[src/lhd_pkg.sv]
// Constants, field layouts and carrier types shared by the LPC host decode block.
package lhd_pkg;

	// ==========================================================
	// Register offsets inside the function 0 I/O window
	localparam logic [7:0] OFS_LEGACY_SEL = 8'h14;
	localparam logic [7:0] OFS_WIDE_BASE = 8'h18;
	localparam logic [7:0] OFS_ERR_CTRL = 8'h1c;
	localparam logic [7:0] OFS_ERR_LOC = 8'h20;

	// ==========================================================
	// Values after reset and writable masks
	localparam logic [31:0] RST_LEGACY_SEL = 32'h00080020;
	localparam logic [31:0] RST_WIDE_BASE = 32'h00000000;
	localparam logic [31:0] RST_ERR_CTRL = 32'h00000080;
	localparam logic [31:0] RST_ERR_LOC = 32'h00000000;
	localparam logic [31:0] MASK_LEGACY_SEL = 32'h007fffff;
	localparam logic [31:0] MASK_WIDE_BASE = 32'h0000fe00;
	localparam logic [31:0] MASK_ERR_CTRL = 32'h00000f00;

	// ==========================================================
	// Bit positions of the error and event control register
	localparam int unsigned BIT_PD_OVR_EN = 11;
	localparam int unsigned BIT_PD_OVR_VAL = 10;
	localparam int unsigned BIT_SIRQ_SMI_EN = 9;
	localparam int unsigned BIT_ERR_SMI_EN = 8;
	localparam int unsigned BIT_PD_STATUS = 7;
	localparam int unsigned BIT_SIRQ_STS = 6;
	localparam int unsigned BIT_ERR_STS = 5;
	localparam int unsigned BIT_MULTI_STS = 4;
	localparam int unsigned BIT_TIMEOUT_STS = 3;
	localparam int unsigned BIT_WRITE_STS = 2;
	localparam int unsigned BIT_DMA_STS = 1;
	localparam int unsigned BIT_MEM_STS = 0;

	// ==========================================================
	// Bit positions of the external decode enable register
	localparam int unsigned EN_PARALLEL = 0;
	localparam int unsigned EN_SERIAL0 = 1;
	localparam int unsigned EN_SERIAL1 = 2;
	localparam int unsigned EN_AUDIO = 3;
	localparam int unsigned EN_MIDI = 4;
	localparam int unsigned EN_SOUND = 5;
	localparam int unsigned EN_FLOPPY = 6;
	localparam int unsigned EN_GAME0 = 7;
	localparam int unsigned EN_GAME1 = 8;
	localparam int unsigned EN_WIDE = 9;
	localparam int unsigned NUM_RANGES = 10;

	// ==========================================================
	// Field positions of the select registers
	localparam int unsigned FLD_GAME1_LSB = 19;
	localparam int unsigned FLD_GAME0_LSB = 15;
	localparam int unsigned FLD_FLOPPY = 14;
	localparam int unsigned FLD_SOUND_LSB = 12;
	localparam int unsigned FLD_MIDI_LSB = 10;
	localparam int unsigned FLD_AUDIO_LSB = 8;
	localparam int unsigned FLD_SER1_LSB = 5;
	localparam int unsigned FLD_SER0_LSB = 2;
	localparam int unsigned FLD_PAR_LSB = 0;
	localparam int unsigned FLD_WIDE_LSB = 9;

	// ==========================================================
	// Port bases and range lengths
	localparam logic [15:0] GAME_BASE = 16'h0200;
	localparam logic [15:0] FLOPPY_PRI = 16'h03f0;
	localparam logic [15:0] FLOPPY_ALT = 16'h0370;
	localparam logic [15:0] MIDI_BASE = 16'h0300;
	localparam logic [15:0] AUDIO_BASE = 16'h0220;
	localparam logic [15:0] LEN_EIGHT = 16'h0008;
	localparam logic [15:0] LEN_MIDI = 16'h0002;
	localparam logic [15:0] LEN_AUDIO = 16'h0014;
	localparam logic [15:0] LEN_PAR_ALT = 16'h0004;
	localparam logic [15:0] SOUND_BASE [0:3] = '{16'h0530, 16'h0604, 16'h0e80, 16'h0f40};
	localparam logic [15:0] SERIAL_BASE [0:7] = '{16'h03f8, 16'h02f8, 16'h0220, 16'h0228,
		16'h0238, 16'h02e8, 16'h0338, 16'h03e8};
	localparam logic [15:0] PAR_BASE [0:2] = '{16'h0378, 16'h0278, 16'h03bc};
	localparam logic [1:0] PAR_CODE_ALT = 2'h2;
	localparam logic [1:0] PAR_CODE_RSVD = 2'h3;

	// ==========================================================
	// Carriers
	typedef struct packed {
		logic wr;
		logic rd;
		logic [7:0] ofs;
		logic [31:0] data;
	} lhd_io_req_t;

	typedef struct packed {
		logic valid;
		logic timeout;
		logic write;
		logic dma;
		logic mem;
		logic [31:0] addr;
	} lhd_err_evt_t;

endpackage

[src/lhd_port_decode.sv]
// Legacy and wide window I/O address decoder for forwarding cycles to LPC.
module lhd_port_decode
	import lhd_pkg::*;
(
	// Cycle address
	input wire logic [15:0] addr,
	// Configuration
	input wire logic [31:0] portSel,
	input wire logic [31:0] windowBase,
	input wire logic [31:0] decodeEnable,
	// Result
	output logic hit
);

	// ==========================================================
	// Range check
	function automatic logic inRange(input logic [15:0] a, input logic [15:0] base,
		input logic [15:0] len);
		inRange = (a >= base) && (a < base + len);
	endfunction

	logic [NUM_RANGES-1:0] rangeHit;
	logic [1:0] sndCode;
	logic [1:0] midiCode;
	logic [1:0] audCode;
	logic [1:0] parCode;
	logic [15:0] parLen;

	// ==========================================================
	// Per range decode
	always_comb
	begin
		sndCode = portSel[FLD_SOUND_LSB +: 2];
		midiCode = portSel[FLD_MIDI_LSB +: 2];
		audCode = portSel[FLD_AUDIO_LSB +: 2];
		parCode = portSel[FLD_PAR_LSB +: 2];
		parLen = (parCode == PAR_CODE_ALT) ? LEN_PAR_ALT : LEN_EIGHT;
		rangeHit = '0;
		rangeHit[EN_GAME1] = addr == (GAME_BASE | {12'h0, portSel[FLD_GAME1_LSB +: 4]});
		rangeHit[EN_GAME0] = addr == (GAME_BASE | {12'h0, portSel[FLD_GAME0_LSB +: 4]});
		rangeHit[EN_FLOPPY] = inRange(addr, portSel[FLD_FLOPPY] ? FLOPPY_ALT : FLOPPY_PRI,
			LEN_EIGHT);
		rangeHit[EN_SOUND] = inRange(addr, SOUND_BASE[sndCode], LEN_EIGHT);
		rangeHit[EN_MIDI] = inRange(addr, MIDI_BASE + {10'h0, midiCode, 4'h0}, LEN_MIDI);
		rangeHit[EN_AUDIO] = inRange(addr, AUDIO_BASE + {9'h0, audCode, 5'h0}, LEN_AUDIO);
		rangeHit[EN_SERIAL1] = inRange(addr, SERIAL_BASE[portSel[FLD_SER1_LSB +: 3]],
			LEN_EIGHT);
		rangeHit[EN_SERIAL0] = inRange(addr, SERIAL_BASE[portSel[FLD_SER0_LSB +: 3]],
			LEN_EIGHT);
		// The reserved parallel code forwards nothing.
		rangeHit[EN_PARALLEL] = (parCode != PAR_CODE_RSVD) &&
			inRange(addr, PAR_BASE[parCode], parLen);
		rangeHit[EN_WIDE] = addr[15:FLD_WIDE_LSB] == windowBase[15:FLD_WIDE_LSB];
		hit = |(rangeHit & decodeEnable[NUM_RANGES-1:0]);
	end

endmodule // lhd_port_decode

[src/lhd_lpc_cfg.sv]
// LPC host configuration: port decode, power-down control and bus error status.
module lhd_lpc_cfg
	import lhd_pkg::*;
(
	// Clock and reset
	input wire logic clk,
	input wire logic rstn,
	// Register access through the I/O window
	input wire lhd_io_req_t ioReq,
	output logic [31:0] ioRdData,
	output logic ioRdValid,
	// Cycles to decode
	input wire logic [15:0] cycAddr,
	input wire logic cycValid,
	input wire logic [31:0] decodeEnable,
	output logic lpcForward,
	output logic forwardValid,
	// Bus events
	input wire lhd_err_evt_t errEvt,
	input wire logic serirqEvent,
	// Power-down
	input wire logic pmPowerDownN,
	output logic busPowerDownOutN,
	// SMI
	output logic topSmiStatus,
	output logic smiPulse
);

	// ==========================================================
	// Register state
	logic [31:0] legacySel;
	logic [31:0] wideBase;
	logic [11:0] errCtrl;
	logic [31:0] errLoc;
	logic [31:0] next_legacySel;
	logic [31:0] next_wideBase;
	logic [11:0] next_errCtrl;
	logic [31:0] next_errLoc;
	logic next_busPowerDownOutN;
	logic next_topSmiStatus;
	logic next_smiPulse;
	logic [31:0] next_ioRdData;
	logic next_ioRdValid;
	logic next_lpcForward;
	logic next_forwardValid;

	logic decodeHit;
	logic wrCtrl;
	logic [11:0] w1c;
	logic errSmi;
	logic sirqSmi;
	logic sirqCleared;
	logic errCleared;

	// ==========================================================
	// Address decode
	lhd_port_decode u_decode
	(
		.addr(cycAddr),
		.portSel(legacySel),
		.windowBase(wideBase),
		.decodeEnable(decodeEnable),
		.hit(decodeHit)
	);

	always_comb
	begin
		next_forwardValid = cycValid;
		next_lpcForward = cycValid && decodeHit;
	end

	// ==========================================================
	// Configuration writes
	// Only whole-word writes exist on this window; reserved bits are
	// masked off so they always read back as zero.
	always_comb
	begin
		next_legacySel = legacySel;
		next_wideBase = wideBase;
		if (ioReq.wr && ioReq.ofs == OFS_LEGACY_SEL)
		begin
			next_legacySel = ioReq.data & MASK_LEGACY_SEL;
		end
		if (ioReq.wr && ioReq.ofs == OFS_WIDE_BASE)
		begin
			next_wideBase = ioReq.data & MASK_WIDE_BASE;
		end
	end

	// ==========================================================
	// Error, event and power-down control
	always_comb
	begin
		wrCtrl = ioReq.wr && ioReq.ofs == OFS_ERR_CTRL;
		w1c = wrCtrl ? ioReq.data[11:0] : 12'h000;
		next_errCtrl = errCtrl;
		if (wrCtrl)
		begin
			next_errCtrl[11:8] = ioReq.data[11:8];
		end
		// Clears are applied first so a same-cycle event still sets the bit.
		next_errCtrl[BIT_SIRQ_STS] = errCtrl[BIT_SIRQ_STS] & ~w1c[BIT_SIRQ_STS];
		next_errCtrl[BIT_ERR_STS] = errCtrl[BIT_ERR_STS] & ~w1c[BIT_ERR_STS];
		next_errCtrl[BIT_MULTI_STS] = errCtrl[BIT_MULTI_STS] & ~w1c[BIT_MULTI_STS];
		next_errCtrl[3:0] = errCtrl[3:0] & ~w1c[3:0];
		if (serirqEvent)
		begin
			next_errCtrl[BIT_SIRQ_STS] = 1'b1;
		end
		if (errEvt.valid)
		begin
			next_errCtrl[BIT_ERR_STS] = 1'b1;
			if (errCtrl[BIT_ERR_STS])
			begin
				next_errCtrl[BIT_MULTI_STS] = 1'b1;
			end
			next_errCtrl[BIT_TIMEOUT_STS] = next_errCtrl[BIT_TIMEOUT_STS] | errEvt.timeout;
			next_errCtrl[BIT_WRITE_STS] = next_errCtrl[BIT_WRITE_STS] | errEvt.write;
			next_errCtrl[BIT_DMA_STS] = next_errCtrl[BIT_DMA_STS] | errEvt.dma;
			next_errCtrl[BIT_MEM_STS] = next_errCtrl[BIT_MEM_STS] | errEvt.mem;
		end
		// The pin status bit is not stored here; it is read from the output flop.
		next_errCtrl[BIT_PD_STATUS] = 1'b0;
		if (errCtrl[BIT_PD_OVR_EN])
		begin
			next_busPowerDownOutN = errCtrl[BIT_PD_OVR_VAL];
		end
		else
		begin
			next_busPowerDownOutN = pmPowerDownN;
		end
	end

	// ==========================================================
	// Shared top-level SMI status
	always_comb
	begin
		sirqSmi = serirqEvent && errCtrl[BIT_SIRQ_SMI_EN];
		errSmi = errEvt.valid && errCtrl[BIT_ERR_SMI_EN];
		sirqCleared = w1c[BIT_SIRQ_STS] && !errCtrl[BIT_ERR_STS];
		errCleared = w1c[BIT_ERR_STS] && !errCtrl[BIT_SIRQ_STS];
		next_topSmiStatus = topSmiStatus;
		if (sirqCleared || errCleared)
		begin
			next_topSmiStatus = 1'b0;
		end
		if (sirqSmi || errSmi)
		begin
			next_topSmiStatus = 1'b1;
		end
		next_smiPulse = sirqSmi || errSmi;
	end

	// ==========================================================
	// Error address capture
	always_comb
	begin
		next_errLoc = errLoc;
		if (errEvt.valid)
		begin
			next_errLoc = errEvt.addr;
		end
	end

	// ==========================================================
	// Read path
	// Reads take one cycle; unmapped offsets answer with zero.
	always_comb
	begin
		next_ioRdValid = ioReq.rd;
		next_ioRdData = 32'h00000000;
		if (ioReq.rd)
		begin
			case (ioReq.ofs)
				OFS_LEGACY_SEL:
				begin
					next_ioRdData = legacySel;
				end
				OFS_WIDE_BASE:
				begin
					next_ioRdData = wideBase;
				end
				OFS_ERR_CTRL:
				begin
					next_ioRdData = {20'h00000, errCtrl};
					next_ioRdData[BIT_PD_STATUS] = busPowerDownOutN;
				end
				OFS_ERR_LOC:
				begin
					next_ioRdData = errLoc;
				end
				default:
				begin
					next_ioRdData = 32'h00000000;
				end
			endcase
		end
	end

	// ==========================================================
	// Registers
	always_ff @(posedge clk)
	begin
		if (!rstn)
		begin
			legacySel <= RST_LEGACY_SEL;
			wideBase <= RST_WIDE_BASE;
			errCtrl <= RST_ERR_CTRL[11:0] & ~(12'h001 << BIT_PD_STATUS);
			errLoc <= RST_ERR_LOC;
			busPowerDownOutN <= RST_ERR_CTRL[BIT_PD_STATUS];
			topSmiStatus <= 1'b0;
			smiPulse <= 1'b0;
			ioRdData <= 32'h00000000;
			ioRdValid <= 1'b0;
			lpcForward <= 1'b0;
			forwardValid <= 1'b0;
		end
		else
		begin
			legacySel <= next_legacySel;
			wideBase <= next_wideBase;
			errCtrl <= next_errCtrl;
			errLoc <= next_errLoc;
			busPowerDownOutN <= next_busPowerDownOutN;
			topSmiStatus <= next_topSmiStatus;
			smiPulse <= next_smiPulse;
			ioRdData <= next_ioRdData;
			ioRdValid <= next_ioRdValid;
			lpcForward <= next_lpcForward;
			forwardValid <= next_forwardValid;
		end
	end

endmodule // lhd_lpc_cfg

[config.mk]
export PLATFORM = sky130hd
export DESIGN_NAME = lhd_lpc_cfg
export DESIGN_NICKNAME = d
export VERILOG_FILES = /design/src/lhd_pkg.sv /design/src/lhd_port_decode.sv /design/src/lhd_lpc_cfg.sv
export SDC_FILE = /design/constraint.sdc
export NUM_CORES = 1
export LEC_CHECK = 0
export BUFFER_PORTS_ARGS = -buffer_cell sky130_fd_sc_hd__buf_2
export CAP_MARGIN = 30
export CORE_ASPECT_RATIO = 1.75
export CORE_MARGIN = 5
export CORE_UTILIZATION = 49
export CTS_CLUSTER_DIAMETER = 50
export DETAILED_ROUTE_END_ITERATION = 10
export PLACE_DENSITY = 0.76
export SLEW_MARGIN = 20
export SYNTH_ARGS = -nofsm -noshare
export SYNTH_HDL_FRONTEND = slang
export SYNTH_SLANG_ARGS = --single-unit
[constraint.sdc]
create_clock -name clk -period 2.8 [get_ports clk]
set_input_delay 0.56 -clock clk [delete_from_list [all_inputs] [get_ports clk]]
set_output_delay 0.56 -clock clk [all_outputs]
set_load 0.01 [all_outputs]
==> results.cfg <==
[grt]
antenna_found_initial = 2
grt_pass1_vias = 5327
grtUsageTotal_pct = 22.4
gr-usage-met2_pct = 40.5
overflow = 0
use_met3_pct = 2.97
grt_pass1_wl_um = 26000
gr-max-usage-layer = met2
grt_max_degree = 78
grtUsageMet1_pct = 25.5

[yosys]
yosys.area.top_type = dfxtp_1
synth.yosys.seq_area_share_pct = 38.1
synth_warnings = 0
netlist.area_leader.share_pct = 38.1
synth_edf_count = 0
synth_area_um2 = 5830
ys_seq_elements = 111
async_flop_share_pct = 0
synthCells = 645
ys.flop_type = dfxtp_1
avgSynthCellArea_um2 = 9.03
synthesis.nets = 836
synth_cell_types = 56
synth_area_leaders = dfxtp_1 38%, ha_1 13%, mux2i_1 5.8%

[timing]
period_minus_slack_ns = 2.46
timing.fmax_mhz = 407
slew_viol_final = 0
tns_ns = 0
relSlewSlack_pct = 50.2
hold_violations = 0
grt_setup_unrepaired = no
tightest_slew_ns = 0.745
fin_crit_sh_pct = 87.8
skew_ns = 0.00765
setup_viol = 0

[critical_path]
cp_max_fo = 11
end_kind = flip-flop
crit_path_frequent_cell = ha_1
critPathMaxStageDelay_ns = 0.50
crit_arrival_ns = 2.73
cpMaxStageDelayCell = dfxtp_1
worstPathRequired_ns = 3.07
cp-start-kind = flip-flop
worstSetupPathType = reg -> reg
r2r_slack_ns = 0.34
path_cells = nor2b_1 -> a21oi_1 -> inv_1 -> ha_1 -> ha_1 -> a211oi_1 -> a211o_1 -> nand4b_1 -> a41o_1 -> a31oi_1

[clock_network]
cts-buffers-inserted = 9
clock-sinks = 111
clk_path_buf_depth = 2
root_buffer = clkbuf_16
postCtsHoldBufs = 0
postCtsSetupBuffers = 0
htreeDepth = 3
cts-resized-gates = 0
clock_latency_ns = 0.34
path_clk_slew_ns = 0.07
cts_tree = yes

[die]
core_area_um2 = 11600
start_util_pct = 50.0
fp-row-count = 52
die_h_um = 154
die_area_um2 = 14300
io_pins = 170
die_x_um = 92.4

[drt]
wl_per_cell_um = 17.4
firstDrtPassIters = 8
drc = 0
antenna_left = 0
vias_per_cell = 5.72
wirelength_um = 15900
vias = 5203
drt_iter0_drc = 325

[flow_run]
cap_violations = 0

[hold_path]
hold_class = in -> reg

[placement]
gp_congestion = 0.949
hpwl_um = 12600
port_buffers = 138

[finish]
layout.nets = 959
drive_above_1_share_pct = 22.1
final_cell_mix = 138 x buf_2, 111 x dfxtp_1, 87 x nand2_1
final_common_cell = buf_2
final_util_pct = 59.4
area_growth_syn_to_layout_pct = 18.8

[power_and_ir_drop]
leakage_uw = 0.00307
p_int_uw = 2460
p_sw_uw = 756
comb_power_share_pct = 9.8
p_seq_share_pct = 50.8
p_per_area_nw_per_um2 = 465
power.share.clock_pct = 39.4
swShare_pct = 23.5
ir_drop_uv = 315

[outcome]
status = finished clean
## per-stage QoR
stage,cells,hold WS (ns),cell area [um^2],power (uW),setup WS [ns]
2_1_floorplan,645,0.448,5830,1830,0.513
3_3_place_gp,892,0.454,6620,1970,0.451
3_5_place_dp,892,0.468,6620,1990,0.381
4_1_cts,908,0.411,6920,3240,0.344
5_1_grt,910,0.441,6920,3350,0.129
6_report,910,0.419,6920,3220,0.340
## layout make-up
type	instances	area (um^2)
fill	1013	4720
multi-input combinational	465	3310
sequential	111	2220
timing repair buffer	149	798
clock buffer	10	229
tap	135	169
inverter	32	120
clock inverter	6	67.6
antenna	2	5.00
## sequential cells by signal (all words and copies together) (netlist names)
signal and flops:
errLoc 32, topSmiStatus 1, errCtrl 11, wideBase 7, legacySel 23, lpcForward 1
ioRdData 32, ioRdValid 1, smiPulse 1, forwardValid 1, busPowerDownOutN 1
## Yosys cell counts, drive strengths merged, types with 2 or more instances
| cell | number |
|---|---|
| dfxtp | 111 |
| nand2 | 87 |
| ha | 59 |
| nor2b | 44 |
| mux2i | 34 |
| nor2 | 33 |
| a21boi | 32 |
| inv | 32 |
| clkbuf | 23 |
| a22oi | 19 |
| nand3 | 18 |
| a21oi | 16 |
| buf | 14 |
| a222oi | 13 |
| o21ai | 13 |
| xor2 | 12 |
| and3 | 10 |
| nor4 | 8 |
| nor3 | 7 |
| a211oi | 5 |
| and2 | 5 |
| nand2b | 5 |
| nand4 | 4 |
| nand4b | 4 |
| a2111oi | 3 |
| o2111ai | 3 |
| o211ai | 3 |
| or3 | 3 |
| xnor2 | 3 |
| a31oi | 2 |
| and4 | 2 |
| nand3b | 2 |
| nor4b | 2 |
| or4 | 2 |
## critical path, delay by kind of cell, from the launching register on
kind	cells	cell delay [ns]
flip-flops	1	0.50
adder cells (fa/ha/maj)	2	0.58
AND/OR/NAND/NOR	2	0.19
buffers and inverters	1	0.08
AO/OA/AOI/OAI	5	1.03
## kinds of logic after synthesis
| kind of cell | share of synthesized area (%) |
|---|---|
| adders and majority gates | 12.7 |
| muxes | 5.84 |
| and+or+nand+nor | 21.6 |
| buffers and inverters | 5.02 |
| AOI/OAI and AO/OA | 14.5 |
| DFF | 38.1 |
| xor gates and xnor gates | 2.25 |
## routing by layer
metal	vias up	part of all wire [%]
met5	-	0
li1	2534	-
met3	39	6.2
met4	0	3.6
met2	209	52
met1	2421	38
## final timing paths
check | from | endpoint | depth (start not counted)
setup / recovery | legacySel[7] | lpcForward | 10
hold / removal | cycValid | forwardValid | 3
setup reg to reg | legacySel[7] | lpcForward | 10
hold reg to reg | errLoc[23] | ioRdData[23] | 1
## power groups by stage
stage / registers [uW] / logic (uW) / clock network [uW]
CTS: 1640 / 316 / 1290
floorplan: 1670 / 162 / 0
global route: 1640 / 353 / 1350
detailed placement: 1670 / 315 / 0
finish: 1640 / 314 / 1270
global placement: 1670 / 302 / 0
Note: power is estimated with default switching activity, not from simulation.
